[src/hdl/apic_shadow_map.vh]
// Functional notes
// Range bits 5:2 match address bits 15:12 bit for bit.
// Range bits 1:0 match address bits 11:10 in the chip select decode.
// Range bit 6 set makes address bit 10 a don't care.
// Shadow selector resets to zero; upper field names unit, lower field names port.
// Unit codes: 1 timer, 2/3 master/slave interrupt, 4/5 master/slave DMA; rest reserved.
// Selector bits 4:0 pick one port of the selected unit.
// Master DMA ports 0 to 3 are channel 0 to 3 mode registers.
// Master DMA port 4 is request and mask combined.
// Master DMA ports 5 to 20 give four base bytes per channel; others reserved.
// Reserved unit or port codes read back zero and touch no peripheral.
// Chip select only when every enabled range bit matches the address.
`ifndef APIC_SHADOW_MAP_VH
`define APIC_SHADOW_MAP_VH
// Register indexes; byte address is four times the index
`define IDX_APIC_RANGE 8'h6c
`define IDX_RESERVED 8'h6d
`define IDX_SHADOW_SEL 8'h6e
`define IDX_SHADOW_DATA 8'h70
`define IDX_STATUS 8'h71
// Reset values
`define RST_APIC_RANGE 7'h00
`define RST_SHADOW_SEL 8'h00
// Range register fields
`define APIC_IGN10_BIT 6
`define APIC_HI_MSB 5
`define APIC_HI_LSB 2
// Selector fields
`define SEL_UNIT_MSB 7
`define SEL_UNIT_LSB 5
`define SEL_PORT_MSB 4
`define SEL_PORT_LSB 0
// Unit codes
`define UNIT_TIMER 3'h1
`define UNIT_INT_MASTER 3'h2
`define UNIT_INT_SLAVE 3'h3
`define UNIT_DMA_MASTER 3'h4
`define UNIT_DMA_SLAVE 3'h5
// Master DMA port codes
`define DMA_MODE_LAST 5'h03
`define DMA_REQ_MASK 5'h04
`define DMA_BASE_FIRST 5'h05
`define DMA_BASE_LAST 5'h14
// Master DMA field kinds
`define FLD_MODE 3'h0
`define FLD_REQ_MASK 3'h1
`define FLD_ADDR_LO 3'h2
`define FLD_ADDR_HI 3'h3
`define FLD_COUNT_LO 3'h4
`define FLD_COUNT_HI 3'h5
`endif

[src/hdl/apic_decode_shadow_port_select.v]
// The Avalon-MM slave port was decided locally.
`timescale 1ns/1ps
`default_nettype none
`include "apic_shadow_map.vh"
module apic_decode_shadow_port_select #(
	parameter ADDR_W = 10
) (
	input wire mclk,
	input wire arst_n,
	input wire ce,
	input wire [ADDR_W-1:0] address,
	input wire read,
	input wire write,
	input wire [3:0] byteenable,
	input wire [31:0] writedata,
	output reg [31:0] readdata,
	output reg waitrequest,
	input wire [15:10] pci_ad,
	input wire pci_addr_phase,
	input wire [7:0] shadow_data_in,
	output reg apic_cs,
	output reg [4:0] unit_select,
	output reg [4:0] port_select,
	output reg dma_view_valid,
	output reg [1:0] dma_channel,
	output reg [2:0] dma_field
);
	// Stored register state
	reg [6:0] apic_range;
	reg [7:0] shadow_sel;
	reg last_hit;
	reg [31:0] next_readdata;
	wire hit;
	wire [4:0] dec_unit;
	wire dec_valid;
	wire dec_dma_valid;
	wire [1:0] dec_dma_channel;
	wire [2:0] dec_dma_field;
	wire req;
	wire wr_take;

	// Word index of a byte address
	function [7:0] reg_index;
		input [ADDR_W-1:0] addr;
		begin
			reg_index = addr[9:2];
		end
	endfunction

	// True when the address hits the given index
	function is_reg;
		input [ADDR_W-1:0] addr;
		input [7:0] idx;
		begin
			is_reg = (reg_index(addr) == idx);
		end
	endfunction

	apic_range_match u_match (
		.range(apic_range),
		.pci_ad(pci_ad),
		.hit(hit)
	);

	shadow_port_decode u_decode (
		.sel(shadow_sel),
		.unit_onehot(dec_unit),
		.sel_valid(dec_valid),
		.dma_valid(dec_dma_valid),
		.dma_channel(dec_dma_channel),
		.dma_field(dec_dma_field)
	);

	assign req = read | write;
	// Write takes effect on the edge the master sees waitrequest low
	assign wr_take = write & ~waitrequest & byteenable[0];

	// Read value for the addressed register
	always @* begin
		next_readdata = 32'h00000000;
		if (is_reg(address, `IDX_APIC_RANGE)) begin
			next_readdata[6:0] = apic_range;
		end else if (is_reg(address, `IDX_SHADOW_SEL)) begin
			next_readdata[7:0] = shadow_sel;
		end else if (is_reg(address, `IDX_SHADOW_DATA)) begin
			// zero on reserved
			next_readdata[7:0] = dec_valid ? shadow_data_in : 8'h00;
		end else if (is_reg(address, `IDX_STATUS)) begin
			next_readdata[1:0] = {dec_valid, last_hit};
		end
	end

	// Bus handshake: one wait cycle, then a single ready cycle
	always @(posedge mclk or negedge arst_n) begin
		if (!arst_n) begin
			waitrequest <= 1'b1;
			readdata <= 32'h00000000;
		end else if (ce) begin
			if (waitrequest && req) begin
				waitrequest <= 1'b0;
				readdata <= next_readdata;
			end else begin
				waitrequest <= 1'b1;
			end
		end
	end

	// Register writes, low byte lane only
	always @(posedge mclk or negedge arst_n) begin
		if (!arst_n) begin
			apic_range <= `RST_APIC_RANGE;
			// selector reset
			shadow_sel <= `RST_SHADOW_SEL;
		end else if (ce && wr_take) begin
			if (is_reg(address, `IDX_APIC_RANGE)) begin
				apic_range <= writedata[6:0]; // Bit 7 reserved
			end
			// selector write
			if (is_reg(address, `IDX_SHADOW_SEL)) begin
				shadow_sel <= writedata[7:0];
			end
		end
	end

	// Chip select, one cycle after each address phase that hits the range
	always @(posedge mclk or negedge arst_n) begin
		if (!arst_n) begin
			apic_cs <= 1'b0;
			last_hit <= 1'b0;
		end else if (ce) begin
			// assert only on match
			apic_cs <= pci_addr_phase & hit;
			if (pci_addr_phase) begin
				last_hit <= hit;
			end
		end
	end

	// Registered selector outputs toward the peripheral set
	always @(posedge mclk or negedge arst_n) begin
		if (!arst_n) begin
			unit_select <= 5'h00;
			port_select <= 5'h00;
			dma_view_valid <= 1'b0;
			dma_channel <= 2'h0;
			dma_field <= `FLD_MODE;
		end else if (ce) begin
			// unit strobes
			unit_select <= dec_unit;
			// port field
			port_select <= dec_valid ? shadow_sel[`SEL_PORT_MSB:`SEL_PORT_LSB] : 5'h00;
			// no strobe when reserved
			dma_view_valid <= dec_dma_valid;
			dma_channel <= dec_dma_channel;
			dma_field <= dec_dma_field;
		end
	end
endmodule // apic_decode_shadow_port_select
`default_nettype wire

[src/hdl/apic_range_match.v]
`timescale 1ns/1ps
`default_nettype none
`include "apic_shadow_map.vh"
module apic_range_match (
	input wire [6:0] range,
	input wire [15:10] pci_ad,
	output wire hit
);
	wire [3:0] hi_range;
	wire hi_ok;
	wire bit11_ok;
	wire bit10_ok;

	assign hi_range = range[`APIC_HI_MSB:`APIC_HI_LSB];
	// upper nibble compare
	assign hi_ok = (hi_range == pci_ad[15:12]);
	// low field compare
	assign bit11_ok = (range[1] == pci_ad[11]);
	// bit ten masking
	assign bit10_ok = range[`APIC_IGN10_BIT] | (range[0] == pci_ad[10]);
	// all enabled bits
	assign hit = hi_ok & bit11_ok & bit10_ok;
endmodule // apic_range_match
`default_nettype wire

[src/hdl/shadow_port_decode.v]
`timescale 1ns/1ps
`default_nettype none
`include "apic_shadow_map.vh"
module shadow_port_decode (
	input wire [7:0] sel,
	output reg [4:0] unit_onehot,
	output reg sel_valid,
	output reg dma_valid,
	output reg [1:0] dma_channel,
	output reg [2:0] dma_field
);
	reg [2:0] unit;
	reg [4:0] port;
	reg [4:0] off;

	// Unit and master DMA port decode
	always @* begin
		unit = sel[`SEL_UNIT_MSB:`SEL_UNIT_LSB];
		port = sel[`SEL_PORT_MSB:`SEL_PORT_LSB];
		off = port - `DMA_BASE_FIRST;
		unit_onehot = 5'h00;
		sel_valid = 1'b1;
		dma_valid = 1'b0;
		dma_channel = 2'h0;
		dma_field = `FLD_MODE;
		// unit code decode
		case (unit)
			`UNIT_TIMER: unit_onehot = 5'h01;
			`UNIT_INT_MASTER: unit_onehot = 5'h02;
			`UNIT_INT_SLAVE: unit_onehot = 5'h04;
			`UNIT_DMA_MASTER: unit_onehot = 5'h08;
			`UNIT_DMA_SLAVE: unit_onehot = 5'h10;
			default: sel_valid = 1'b0;
		endcase
		if (unit == `UNIT_DMA_MASTER) begin
			// mode registers
			if (port <= `DMA_MODE_LAST) begin
				dma_valid = 1'b1;
				dma_channel = port[1:0];
			// request and mask
			end else if (port == `DMA_REQ_MASK) begin
				dma_valid = 1'b1;
				dma_field = `FLD_REQ_MASK;
			// base byte groups
			end else if (port <= `DMA_BASE_LAST) begin
				dma_valid = 1'b1;
				dma_channel = off[3:2];
				dma_field = {1'b0, off[1:0]} + `FLD_ADDR_LO;
			end else begin
				// reserved port code
				sel_valid = 1'b0;
				unit_onehot = 5'h00;
			end
		end
	end
endmodule // shadow_port_decode
`default_nettype wire

[config.mk]
export PLATFORM = sky130hd
export DESIGN_NAME = apic_decode_shadow_port_select
export DESIGN_NICKNAME = d
export VERILOG_FILES = /design/src/hdl/apic_decode_shadow_port_select.v /design/src/hdl/apic_range_match.v /design/src/hdl/shadow_port_decode.v
export VERILOG_INCLUDE_DIRS = /design/src /design/src/hdl
export SDC_FILE = /design/constraint.sdc
export NUM_CORES = 1
export LEC_CHECK = 0
export BUFFER_PORTS_ARGS = -buffer_cell sky130_fd_sc_hd__buf_2
export CAP_MARGIN = 20
export CORE_MARGIN = 10
export CORE_UTILIZATION = 46
export DETAILED_ROUTE_END_ITERATION = 8
export GPL_TIMING_DRIVEN = 0
export PLACE_DENSITY = 0.8
export SETUP_SLACK_MARGIN = 0.4
export SYNTH_ARGS = -nofsm -noshare
export SYNTH_HDL_FRONTEND = slang
export SYNTH_SLANG_ARGS = --single-unit
[constraint.sdc]
create_clock -name mclk -period 2.1 [get_ports mclk]
set_input_delay 0.315 -clock mclk [delete_from_list [all_inputs] [get_ports mclk]]
set_output_delay 0.315 -clock mclk [all_outputs]
set_load 0.005 [all_outputs]
* Yosys cells after proc, flatten, opt, wreduce, memory -nomap -nowiden
Index checks and enable logic that the tools add are counted.
Cells by class: order comparisons 2, add/sub/neg operators 2, mux-type cells 31, bitwise operators 8, eq/ne operators 13, reduce and logical (&&, ||, !) cells 7
Operators with widths (number):
- equality test 8 x 7 -> 1 bit (second input constant) | 4
- two-way mux 5 bit | 5
- one-hot mux 5 bit (5 select lines) | 1
- two-way mux 8 bit | 2
- two-way mux 2 bit | 6
- two-way mux 3 bit | 4
- two-way mux 1 bit | 11
- AND reduction 2 bit | 4
- two-way mux 7 bit | 1
- equality test 3 x 2 -> 1 bit (second input constant) | 2
- equality test 3 bit (second input constant) | 2
- two-way mux 6 bit | 1
- bitwise AND 1 bit | 5
- equality test 5 x 3 -> 1 bit (second input constant) | 1
- <= comparator 5 x 2 -> 1 bit (second input constant) | 1
- <= comparator 5 bit (second input constant) | 1
- OR reduction 5 bit | 1
- equality test 4 bit | 1
- subtractor 4 x 3 -> 4 bit (second input constant) | 1
- adder 2 x 2 -> 3 bit (second input constant) | 1
- equality test 3 x 1 -> 1 bit (second input constant) | 1
- equality test 1 bit | 2
- logical AND 1 bit | 2
- OR 1 bit | 2
- NOT 1 bit | 1
Word-level totals: output and inout bits 50, input port bits 66, logic and storage cells 74, register bits 42

* Depth between registers and ports, before layout
Gate-level depths: netlist of run 1.
word-level depth 11, depth in mapped cells 7, gate-level depth less buffers 7

* Cells and area by module
Synthesis of run 1 repeated with hierarchy kept, for this count alone.
Unflattened totals: cells, all modules 230, area total of the unflattened synthesis 2389.8 sq um
By module, submodules not included:
- apic_decode_shadow_port_select | area each 2033.2 sq um, times used 1, cells an instance 180, seq. area each 1052.3 sq um
- shadow_port_decode | area each 284.0 sq um, times used 1, cells an instance 42, seq. area each 0.0 sq um
- apic_range_match | area each 72.6 sq um, times used 1, cells an instance 8, seq. area each 0.0 sq um

* Worst setup path before layout of run 1
Ideal clock, no wire load.
kind register to register, start register shadow_sel[0], end register readdata[2], required time 2.013 ns, stages on the path, launching flop included 8, path buffers 0, arrival time 1.649 ns, period minus slack after synthesis 1.736 ns, slack 0.364 ns, setup time 0.087 ns, cell sequence dfrtp_1 -> inv_1 -> ha_1 -> nor2b_1 -> o211a_1 -> nor4_4 -> a21oi_1 -> a211oi_2
Between the ends: longest elaborated chain between the ends 9, elaborated cells between the ends (all ways) 11, those cells by class 2 x order compare; 1 x eq/ne; 8 x mux
Ends and longest elaborated chain:
- from (decl) | RTL line apic_decode_shadow_port_select.v:30 | reg [7:0] shadow_sel;
- from (signal assigned) | RTL line apic_decode_shadow_port_select.v:113 | shadow_sel <= `RST_SHADOW_SEL;
- from (signal assigned) | RTL line apic_decode_shadow_port_select.v:120 | shadow_sel <= writedata[7:0];
- <= comparator 5 bit (no line)
- two-way mux 1 bit | RTL line shadow_port_decode.v:45 | end else if (port <= `DMA_BASE_LAST) begin
- two-way mux 1 bit | RTL line shadow_port_decode.v:41 | end else if (port == `DMA_REQ_MASK) begin
- two-way mux 1 bit * | RTL line shadow_port_decode.v:37 | if (port <= `DMA_MODE_LAST) begin
- two-way mux 1 bit * | RTL line shadow_port_decode.v:35 | if (unit == `UNIT_DMA_MASTER) begin
- two-way mux 8 bit * | RTL line apic_decode_shadow_port_select.v:87 | next_readdata[7:0] = dec_valid ? shadow_data_in : 8'h00;
- two-way mux 6 bit * | RTL line apic_decode_shadow_port_select.v:85 | end else if (is_reg(address, `IDX_SHADOW_DATA)) begin
- two-way mux 8 bit * | RTL line apic_decode_shadow_port_select.v:83 | end else if (is_reg(address, `IDX_SHADOW_SEL)) begin
- two-way mux 7 bit * | RTL line apic_decode_shadow_port_select.v:81 | if (is_reg(address, `IDX_APIC_RANGE)) begin
- to (signal assigned) | RTL line apic_decode_shadow_port_select.v:101 | readdata <= next_readdata;
- to (decl) | RTL line apic_decode_shadow_port_select.v:16 | output reg [31:0] readdata,
Mark *: on every way between the ends. The rest lies on a longest branch, timed or not. A chain may end at the register's enable or synchronous reset.

* Final worst setup path of run 1
start register shadow_sel[1], end register readdata[4]
Same word-level chain as after synthesis.

==> flow_summary_export.csv, run 1 <==
group,metric,value,unit
status,status,"completed",
power,power.total,1.80,mW
sta,slew_headroom,0.385,
drt,dr.pass1.iters,4,
placed_design,io_buffers,60,
placed_design,dp_hpwl,4820,um
synth,postSynthCellCount,226,
setup_path,arrival,1.93,ns
setup_path,required,2.33,ns
worst_hold_path,hp-class,"in2async",
power,p_comb_frac,0.153,
power,p_per_area,600,nW/um^2
sta,fin_crit_sh,0.812,
synth,synth-async-reset-ratio,1.00,
floorplanning,die_w,90.9,um
drt,vias,1958,
layout,layout.nets,394,
layout,area_growth,29.4,%
synth,synth_edf_count,0,
layout,diodes,0,
sta,rsz0062_at_grt,"true",
setup_path,worstSetupPathType,"reg2reg",
clocking,clock_latency,0.30,ns
floorplanning,rows,25,
clocking,cts_buffers,5,
setup_path,worstPathMaxFanout,7,
sta,max_freq,587,MHz
sta,slew_viol_final,0,
setup_path,cp-start-kind,"flop",
synth,avgSynthCellArea,10.2,um^2
sta,setup_violations,0,
clocking,htreeDepth,2,
power,p_sw_frac,0.256,
clocking,cts_root_buffer,"clkbuf_8",
synth,synthFlopType,"dfrtp_1",
drt,ant_nets,0,
global_routing,grt.overflow.total,0,
synth,synth.distinct_cells,50,
sta,worstMarginPinSlew,0.923,ns
synth,ys_top_cells_by_area,"dfrtp_1 44%, buf_4 7.8%, mux2_2 7.3%",
power,switchingPower,0.460,mW
global_routing,first_global_vias,1949,
layout,layout_commonest_cell,"buf_2",
drt,wire_per_inst,16.2,um
sta,hold_viol_final,0,
layout,drive_gt1_frac,0.423,
global_routing,antenna_found_initial,0,
setup_path,endpoint_kind,"flop",
placed_design,gp_congestion,0.931,
global_routing,grt_usage,0.152,
power,seqPwrFrac,0.486,
power,p_leak,1.53,nW
clocking,cts_max_path_buffers,2,
sta,whs,0.147,ns
clocking,clk_pin_slew,0.09,ns
global_routing,grt_pass1_wl,10200,um
synth,netlist.area_leader.share,0.443,
flow_run,cap_violations,0,
synth,synth_largest_area_cell,"dfrtp_1",
drt,drc,0,
power,pwr-share-clk,0.361,
sta,worst_slack,0.395,ns
clocking,holdBufCountCts,0,
layout,fillers,428,
floorplanning,start_util,0.483,
placed_design,dp_slack,0.136,ns
sta,setup_tns,0,ns
setup_path,reg2reg_depth,8,
power,p_int,1.34,mW
sta,period_needed,1.70,ns
drt,drt_wl_total,6360,um
synth,synth-seq-area-share,0.455,
synth,netlist_area,2310,um^2
synth,synth_seq_cells,42,
synth,yosys_warnings,0,
sta,finClkSkew,0.0119,ns
floorplanning,coreArea,4790,um^2
floorplanning,io_pins,116,
power,vdd_drop_max,0.000350,V
floorplanning,fp.dieArea,8270,um^2
drt,drt_iter0_markers,138,
clocking,cts_sinks,42,
global_routing,grt_max_degree,43,
floorplanning,die_y,90.9,um
clocking,cts_tree,"built",
drt,via_per_inst,4.98,
layout,most-common-layout-cells,"61 x buf_2, 40 x dfrtp_1, 32 x buf_4",
-- cells in the mapped netlist (all sizes together), types with 5 or more instances --
master   instances
a21oi            8
dfrtp           41
nor2            24
nand2           10
buf             29
inv             12
o21ai           19
o2bb2ai         10
mux2            16
xnor2            6
a211oi           5
-- worst max-delay path, cell delays in order, from the launching register on --
cell,delay [ns]
dfrtp_1,0.40
inv_2,0.09
ha_4,0.14
nor2b_2,0.05
o211a_1,0.25
nor4_4,0.28
buf_6,0.17
a21oi_1,0.08
a211oi_2,0.15
-- power groups by stage --
stage,Clock (mW),Combinational (mW),Sequential (mW)
finish,0.647,0.275,0.873
global route,0.679,0.310,0.880
CTS,0.655,0.273,0.874
detailed placement,0,0.270,0.890
global placement,0,0.264,0.889
floorplan,0,0.146,0.893
-- worst paths after layout --
kind	from	to	slack, ns
min reg2reg	unit_select[1]$_DFFE_PN0P_	unit_select[1]$_DFFE_PN0P_	0.48
min	arst_n	dma_field[2]$_DFFE_PN0P_	0.15
max reg2reg	shadow_sel[1]$_DFFE_PN0P_	readdata[4]$_DFFE_PN0P_	0.40
max	shadow_sel[1]$_DFFE_PN0P_	readdata[4]$_DFFE_PN0P_	0.40
min in group mclk	writedata[5]	shadow_sel[5]$_DFFE_PN0P_	0.25
max in group asynchronous	arst_n	shadow_sel[0]$_DFFE_PN0P_	1.33
-- repair_timing --
item,4_1_cts,5_1_grt
setup buffers,6,3
cloned,0,0
pin swaps,2,1
gates resized for setup,2,8
endpoints found under the setup margin,15,11
-- metrics by stage --
step	cells	area, um^2	utilization
2_1_floorplan	249	2410	-
3_3_place_gp	376	2800	0.584
3_5_place_dp	376	2800	0.584
4_1_cts	390	2960	0.618
5_1_grt	393	2990	0.626
6_report	393	2990	0.626
-- metal layers --
metal,wire length [um],part of all wire,GRT usage,vias to the layer above
met5,0,0,0,-
met4,63,0.0099,0.0352,0
met3,603,0.095,0.0549,6
met2,3050,0.48,0.250,91
met1,2650,0.42,0.186,910
li1,-,-,-,951
-- layout make-up --
class                   instances  area (um^2)  area share
clock inverters                 2         37.5      0.0125
inverters                      12         47.5      0.0159
clock buffers                   6         72.6      0.0242
repair buffers                 69          372       0.124
well taps                      67         83.8      0.0280
multi-input cells             163         1100       0.369
flip-flops and latches         42         1050       0.352
plain buffers                  32          223      0.0744
-- kinds of logic after synthesis --
| kind of cell | share of synthesized area |
|---|---|
| adders and majority gates | 0.0162 |
| buffers and inverters | 0.114 |
| AOI/OAI and AO/OA | 0.182 |
| DFF | 0.455 |
| and+or+nand+nor | 0.125 |
| other | 0.00162 |
| xor gates and xnor gates | 0.0265 |
| muxes | 0.0795 |
-- registers in the layout, summed over array words and instances, names as in the netlist, 2 cells and up --
register,cells
readdata,8
shadow_sel,8
apic_range,7
port_select,5
unit_select,5
dma_field,3
dma_channel,2
Power figures use the tool's default switching activity.
==> run 2, diff against run 1 <==
==> constraint.sdc (replaced) <==
create_clock -name mclk -period 1.7 [get_ports mclk]
set_input_delay 0.255 -clock mclk [delete_from_list [all_inputs] [get_ports mclk]]
set_output_delay 0.255 -clock mclk [all_outputs]
set_load 0.005 [all_outputs]
==> run 2 against run 1 <==
Against the previous run:
- wire length grew 9.1%
- non-clock buffer count up 5
- cell count up 1.3%
- total power rose by 18%
- global-route usage rose by 0.85 points
- register-to-register slack lost 0.36 ns
- clock power grew 3%
- first-iteration DRC count is 14% higher
- design area rose by 7.5%
- combinational power grew 38%
- via count increased by 4.3%
- largest cell class unchanged
- highest routed layer unchanged
==> flow_summary_export.csv, run 2 (synthesis results as in run 1) <==
group,metric,value,unit
layout,seq_area,1050,um^2
placed_design,place_area,2850,um^2
layout,final_area,3220,um^2
clocking,clock_latency,0.30,ns
sta,fin_crit_sh,0.981,
setup_path,worstPathMaxFanout,5,
clocking,cts_root_buffer,"clkbuf_8",
floorplanning,die_y,90.9,um
status,status,"completed",
layout,diodes,0,
clocking,cts_tree,"built",
global_routing,antenna_found_initial,0,
clocking,holdBufCountCts,0,
setup_path,crit_buf_inv,3,
layout,multiInputGateArea,1270,um^2
drt,wire_per_inst,17.4,um
power,p_leak,1.60,nW
setup_path,slowest_delay,0.41,ns
drt,drt_iter0_markers,157,
sta,max_freq,600,MHz
floorplanning,rows,25,
floorplanning,start_util,0.483,
worst_hold_path,hp-class,"in2async",
sta,slew_headroom,0.369,
setup_path,required,1.92,ns
global_routing,first_global_vias,2144,
flow_run,cap_violations,0,
drt,drt_wl_total,6940,um
layout,drive_gt1_frac,0.483,
sta,period_needed,1.67,ns
drt,vias,2042,
setup_path,cp-start-kind,"flop",
layout,layout_commonest_cell,"buf_2",
sta,worst_slack,0.0331,ns
power,p_per_area,661,nW/um^2
setup_path,crit_chain,"inv_2, buf_4, buf_6, o311a_1, a311o_1, o2bb2ai_1",
drt,ant_nets,0,
layout,layout.nets,399,
power,vdd_drop_max,0.000483,V
sta,rsz0062_at_grt,"true",
placed_design,dp_slack,-0.224,ns
layout,area_growth,39.1,%
layout,fillers,371,
global_routing,grt.overflow.total,0,
placed_design,gp_congestion,0.825,
setup_path,endpoint_kind,"flop",
global_routing,grt_pass1_wl,11000,um
setup_path,arrival,1.89,ns
sta,setup_violations,0,
clocking,clk_pin_slew,0.08,ns
layout,final_util,0.672,
clocking,htreeDepth,2,
placed_design,dp_hpwl,4930,um
setup_path,cp_top_family,"compound AO/OA/AOI/OAI gates",
drt,drc,0,
sta,finClkSkew,0.0139,ns
setup_path,r2r-start,"shadow_sel[0]$_DFFE_PN0P_",
global_routing,grt_max_degree,43,
layout,reg.largest.list,"readdata (8), shadow_sel (8), apic_range (7)",
floorplanning,coreArea,4790,um^2
sta,worstMarginPinSlew,0.946,ns
setup_path,worstSetupPathType,"reg2reg",
layout,most-common-layout-cells,"61 x buf_2, 39 x dfrtp_1, 34 x buf_4",
setup_path,cp-startpoint,"shadow_sel[0]$_DFFE_PN0P_",
drt,dr.pass1.iters,4,
sta,slew_viol_final,0,
global_routing,grt_usage,0.161,
setup_path,cpMaxStageDelayCell,"o311a_1",
floorplanning,io_pins,116,
clocking,cts_sinks,42,
clocking,cts_buffers,5,
drt,via_per_inst,5.13,
sta,hold_viol_final,0,
placed_design,io_buffers,60,
floorplanning,die_w,90.9,um
clocking,cts_max_path_buffers,2,
floorplanning,fp.dieArea,8270,um^2
## run 2: final cells by class
class                           count  area share
Tap cell                           67      0.0260
Inverter                           12      0.0148
Sequential cell                    42       0.328
Clock buffer                        7      0.0268
Buffer                             32      0.0750
Multi-Input combinational cell    163       0.395
Timing Repair Buffer               74       0.133
Clock inverter                      1     0.00156
## run 2: where the power goes
group | leakage, nW | switching, mW | total (mW) | internal, mW
clock network | 0.0482 | 0.339 | 0.667 | 0.328
logic | 0.983 | 0.194 | 0.379 | 0.185
registers | 0.564 | 0.0302 | 1.08 | 1.05
total | 1.60 | 0.563 | 2.13 | 1.56
## run 2: per-layer routing
layer,global-route usage,share of wire,wire length (um)
met5,0,0,0
met2,0.282,0.50,3440
met3,0.0549,0.082,571
met4,0.0222,0.0088,61
met1,0.189,0.41,2870
## run 2: path summary, 6_finish.rpt
path                                              end  slack, ns  cells after the start
hold reg to reg            unit_select[1]$_DFFE_PN0P_       0.48                      1
hold / removal                    apic_cs$_DFFE_PN0P_       0.11                      1
min in group mclk           shadow_sel[5]$_DFFE_PN0P_       0.21                      2
max in group asynchronous   shadow_sel[5]$_DFFE_PN0P_       0.95                      1
setup reg to reg             dma_field[2]$_DFFE_PN0P_       0.03                      6
setup / recovery             dma_field[2]$_DFFE_PN0P_       0.03                      6
## run 2: what timing repair did
item,in CTS,in global routing
endpoints found under the setup margin,35,35
setup buffers,10,3
gates resized for setup,19,19
pin swaps,9,10
gates cloned,1,0
## run 2: stage by stage
stage	TNS [ns]	cells	hold slack, ns	power (mW)
2_1_floorplan	0	249	-0.0406	1.29
3_3_place_gp	-1.31	376	0.434	1.43
5_1_grt	-0.321	398	0.166	2.23
6_report	0	398	0.106	2.13
3_5_place_dp	-1.58	376	0.446	1.44
4_1_cts	0	395	0.125	2.12
==> run 3, diff against run 2 <==
--- a/config.mk
+++ b/config.mk
@@ -6,13 +6,16 @@
 export SDC_FILE = /design/constraint.sdc
 export NUM_CORES = 1
 export LEC_CHECK = 0
+export ABC_AREA = 1
 export BUFFER_PORTS_ARGS = -buffer_cell sky130_fd_sc_hd__buf_2
 export CAP_MARGIN = 20
+export CELL_PAD_IN_SITES_DETAIL_PLACEMENT = 1
+export CELL_PAD_IN_SITES_GLOBAL_PLACEMENT = 2
 export CORE_MARGIN = 10
-export CORE_UTILIZATION = 46
+export CORE_UTILIZATION = 25
 export DETAILED_ROUTE_END_ITERATION = 8
 export GPL_TIMING_DRIVEN = 0
-export PLACE_DENSITY = 0.8
+export PLACE_DENSITY_LB_ADDON = 0.1
 export SETUP_SLACK_MARGIN = 0.4
 export SYNTH_ARGS = -nofsm -noshare
 export SYNTH_HDL_FRONTEND = slang
==> run 3 against run 2 <==
Against the previous run:
- first-iteration DRC count shrank 65%
- via count grew 17%
- register-to-register slack gained 0.18 ns
- highest routed layer unchanged
- total power shrank 4.9%
- largest cell class unchanged
- utilization shrank 30 points
- die area grew 75%
- cell count grew 44%
- worst setup slack gained 0.18 ns
==> flow_summary_export.csv, run 3 <==
group,metric,value,unit
layout,drive_gt1_frac,0.448,
drt,ant_nets,0,
layout,layout_commonest_cell,"nand2_1",
sta,slew_viol_final,0,
setup_path,arrival,1.67,ns
global_routing,grt_max_degree,43,
synth,synth-async-reset-ratio,1.00,
placed_design,dp_hpwl,6540,um
drt,via_per_inst,4.16,
floorplanning,rows,36,
clocking,cts_buffers,5,
synth,synthFlopType,"dfrtp_1",
synth,synthAdderAreaFrac,0.0149,
synth,synth_top_family_by_area,"simple AND/OR/NAND/NOR gates",
layout,final_util,0.374,
power,power.total,2.02,mW
setup_path,worstPathMaxFanout,6,
synth,synth_compound_area_frac,0.106,
sta,period_needed,1.48,ns
floorplanning,die_w,120,um
worst_hold_path,hp-class,"in2reg",
synth,synth_edf_count,0,
power,vdd_drop_max,0.000281,V
floorplanning,io_pins,116,
layout,diodes,0,
setup_path,required,1.89,ns
sta,slew_headroom,0.612,
floorplanning,fp.dieArea,14500,um^2
sta,rsz0062_at_grt,"true",
sta,fin_crit_sh,0.872,
synth,synth_largest_area_cell,"dfrtp_1",
power,p_leak,2.05,nW
synth,ys_top_cells_by_count,"104 x nand2_1, 41 x dfrtp_1, 39 x inv_1",
drt,drc,0,
setup_path,worstSetupPathType,"reg2reg",
drt,vias,2382,
synth,synth.distinct_cells,38,
synth,yosysMostFrequentCell,"nand2_1",
setup_path,cp-start-kind,"flop",
status,status,"completed",
setup_path,endpoint_kind,"flop",
synth,netlist.area_leader.share,0.408,
synth,postSynthCellCount,325,
sta,setup_violations,0,
placed_design,gp_congestion,0.764,
drt,drt_iter0_markers,55,
synth,synth_seq_cells,42,
sta,worstMarginPinSlew,0.582,ns
global_routing,grt.overflow.total,0,
clocking,cts_root_buffer,"clkbuf_8",
synth,synth.area.mux_share,0,
floorplanning,coreArea,9770,um^2
clocking,cts_tree,"built",
layout,most-common-layout-cells,"83 x nand2_1, 64 x buf_2, 38 x dfrtp_1",
synth,ys_top_cells_by_area,"dfrtp_1 41%, nand2_1 16%, buf_4 7.5%",
power,p_per_area,553,nW/um^2
clocking,cts_sinks,42,
synth,synth_xor_area_frac,0.0174,
floorplanning,start_util,0.257,
synth,synth-seq-area-share,0.419,
synth,yosys_warnings,0,
placed_design,io_buffers,62,
synth,netlist_area,2510,um^2
clocking,clk_pin_slew,0.09,ns
sta,max_freq,674,MHz
sta,setup_tns,0,ns
layout,reg.largest.list,"readdata (8), shadow_sel (8), apic_range (7)",
layout,final_area,3650,um^2
global_routing,first_global_vias,2666,
sta,hold_viol_final,0,
drt,dr.pass1.iters,4,
layout,layout.nets,508,
synth,avgSynthCellArea,7.73,um^2
placed_design,place_area,3090,um^2
clocking,cts_max_path_buffers,2,
global_routing,antenna_found_initial,0,
floorplanning,die_y,120,um
drt,drt_wl_total,8490,um
sta,finClkSkew,0.00834,ns
global_routing,grt_usage,0.119,
flow_run,cap_violations,0,
layout,area_growth,45.5,%
clocking,clock_latency,0.30,ns
global_routing,grt_pass1_wl,13900,um
synth,synth-simple-area-share,0.285,
drt,wire_per_inst,14.8,um
clocking,htreeDepth,2,
-- run 3: worst paths after layout --
kind,cells past startpoint,to,slack [ns],start
setup / recovery,12,port_select[3]$_DFFE_PN0P_,0.22,shadow_sel[1]$_DFFE_PN0P_
hold / removal,3,shadow_sel[7]$_DFFE_PN0P_,0.19,writedata[7]
setup reg to reg,12,port_select[3]$_DFFE_PN0P_,0.22,shadow_sel[1]$_DFFE_PN0P_
hold reg to reg,2,port_select[1]$_DFFE_PN0P_,0.48,port_select[1]$_DFFE_PN0P_
max in group asynchronous,3,waitrequest$_DFFE_PN1P_,0.83,arst_n
min in group asynchronous,2,port_select[0]$_DFFE_PN0P_,0.34,arst_n
-- run 3: timing repair --
item | CTS | global route
gates resized for setup | 46 | 27
endpoints found under the hold margin | 0 | 6
endpoints found under the setup margin | 27 | 32
pin swaps | 18 | 17
hold buffers | 0 | 1
cloned | 1 | 1
setup buffers | 16 | 2
-- run 3: cell families after synthesis --
| kind of cell | after synthesis |
|---|---|
| AOI/OAI and AO/OA | 39 |
| xor gates and xnor gates | 5 |
| adders and majority gates | 3 |
| buffers and inverters | 75 |
| DFF | 42 |
| other | 1 |
| and+or+nand+nor | 160 |
-- run 3: per-layer routing --
metal	global-route usage	part of all wire	vias to the layer above
met5	0	0	-
li1	-	-	1193
met2	0.207	0.49	53
met1	0.141	0.45	1131
met4	0.0249	0.0074	0
met3	0.0354	0.056	5
-- run 3: area by class of cell --
class / instances / area (um^2)
sequential: 42 / 1060
clock inverter: 1 / 5.00
timing repair buffer: 84 / 546
tap: 133 / 166
buffer: 31 / 244
fill: 1216 / 6120
clock buffer: 7 / 86.3
multi-input combinational: 231 / 1380
inverter: 44 / 170
-- run 3: critical path, stage by stage (launching register included) --
cell     delay [ns]
dfrtp_2        0.41
inv_4          0.05
ha_4           0.15
inv_2          0.05
nand2_2        0.04
nand2_2        0.06
nand2_2        0.05
nand2_2        0.10
nand2_4        0.07
buf_12         0.15
buf_12         0.13
nand3_1        0.06
nand2_1        0.05
-- run 3: where the power goes --
| part | internal, mW | switching [mW] |
|---|---|---|
| registers | 1.02 | 0.0149 |
| logic | 0.132 | 0.172 |
| clock network | 0.328 | 0.357 |
| total | 1.48 | 0.544 |
-- run 3: per-stage QoR --
stage | setup WS, ns | std cells | hold WS [ns]
after floorplan | 0.300 | 348 | -0.0406
after global placement | -0.0802 | 543 | 0.459
after detailed placement | -0.0544 | 543 | 0.465
after CTS | 0.250 | 568 | 0.158
after global routing | 0.152 | 573 | 0.184
final | 0.217 | 573 | 0.190
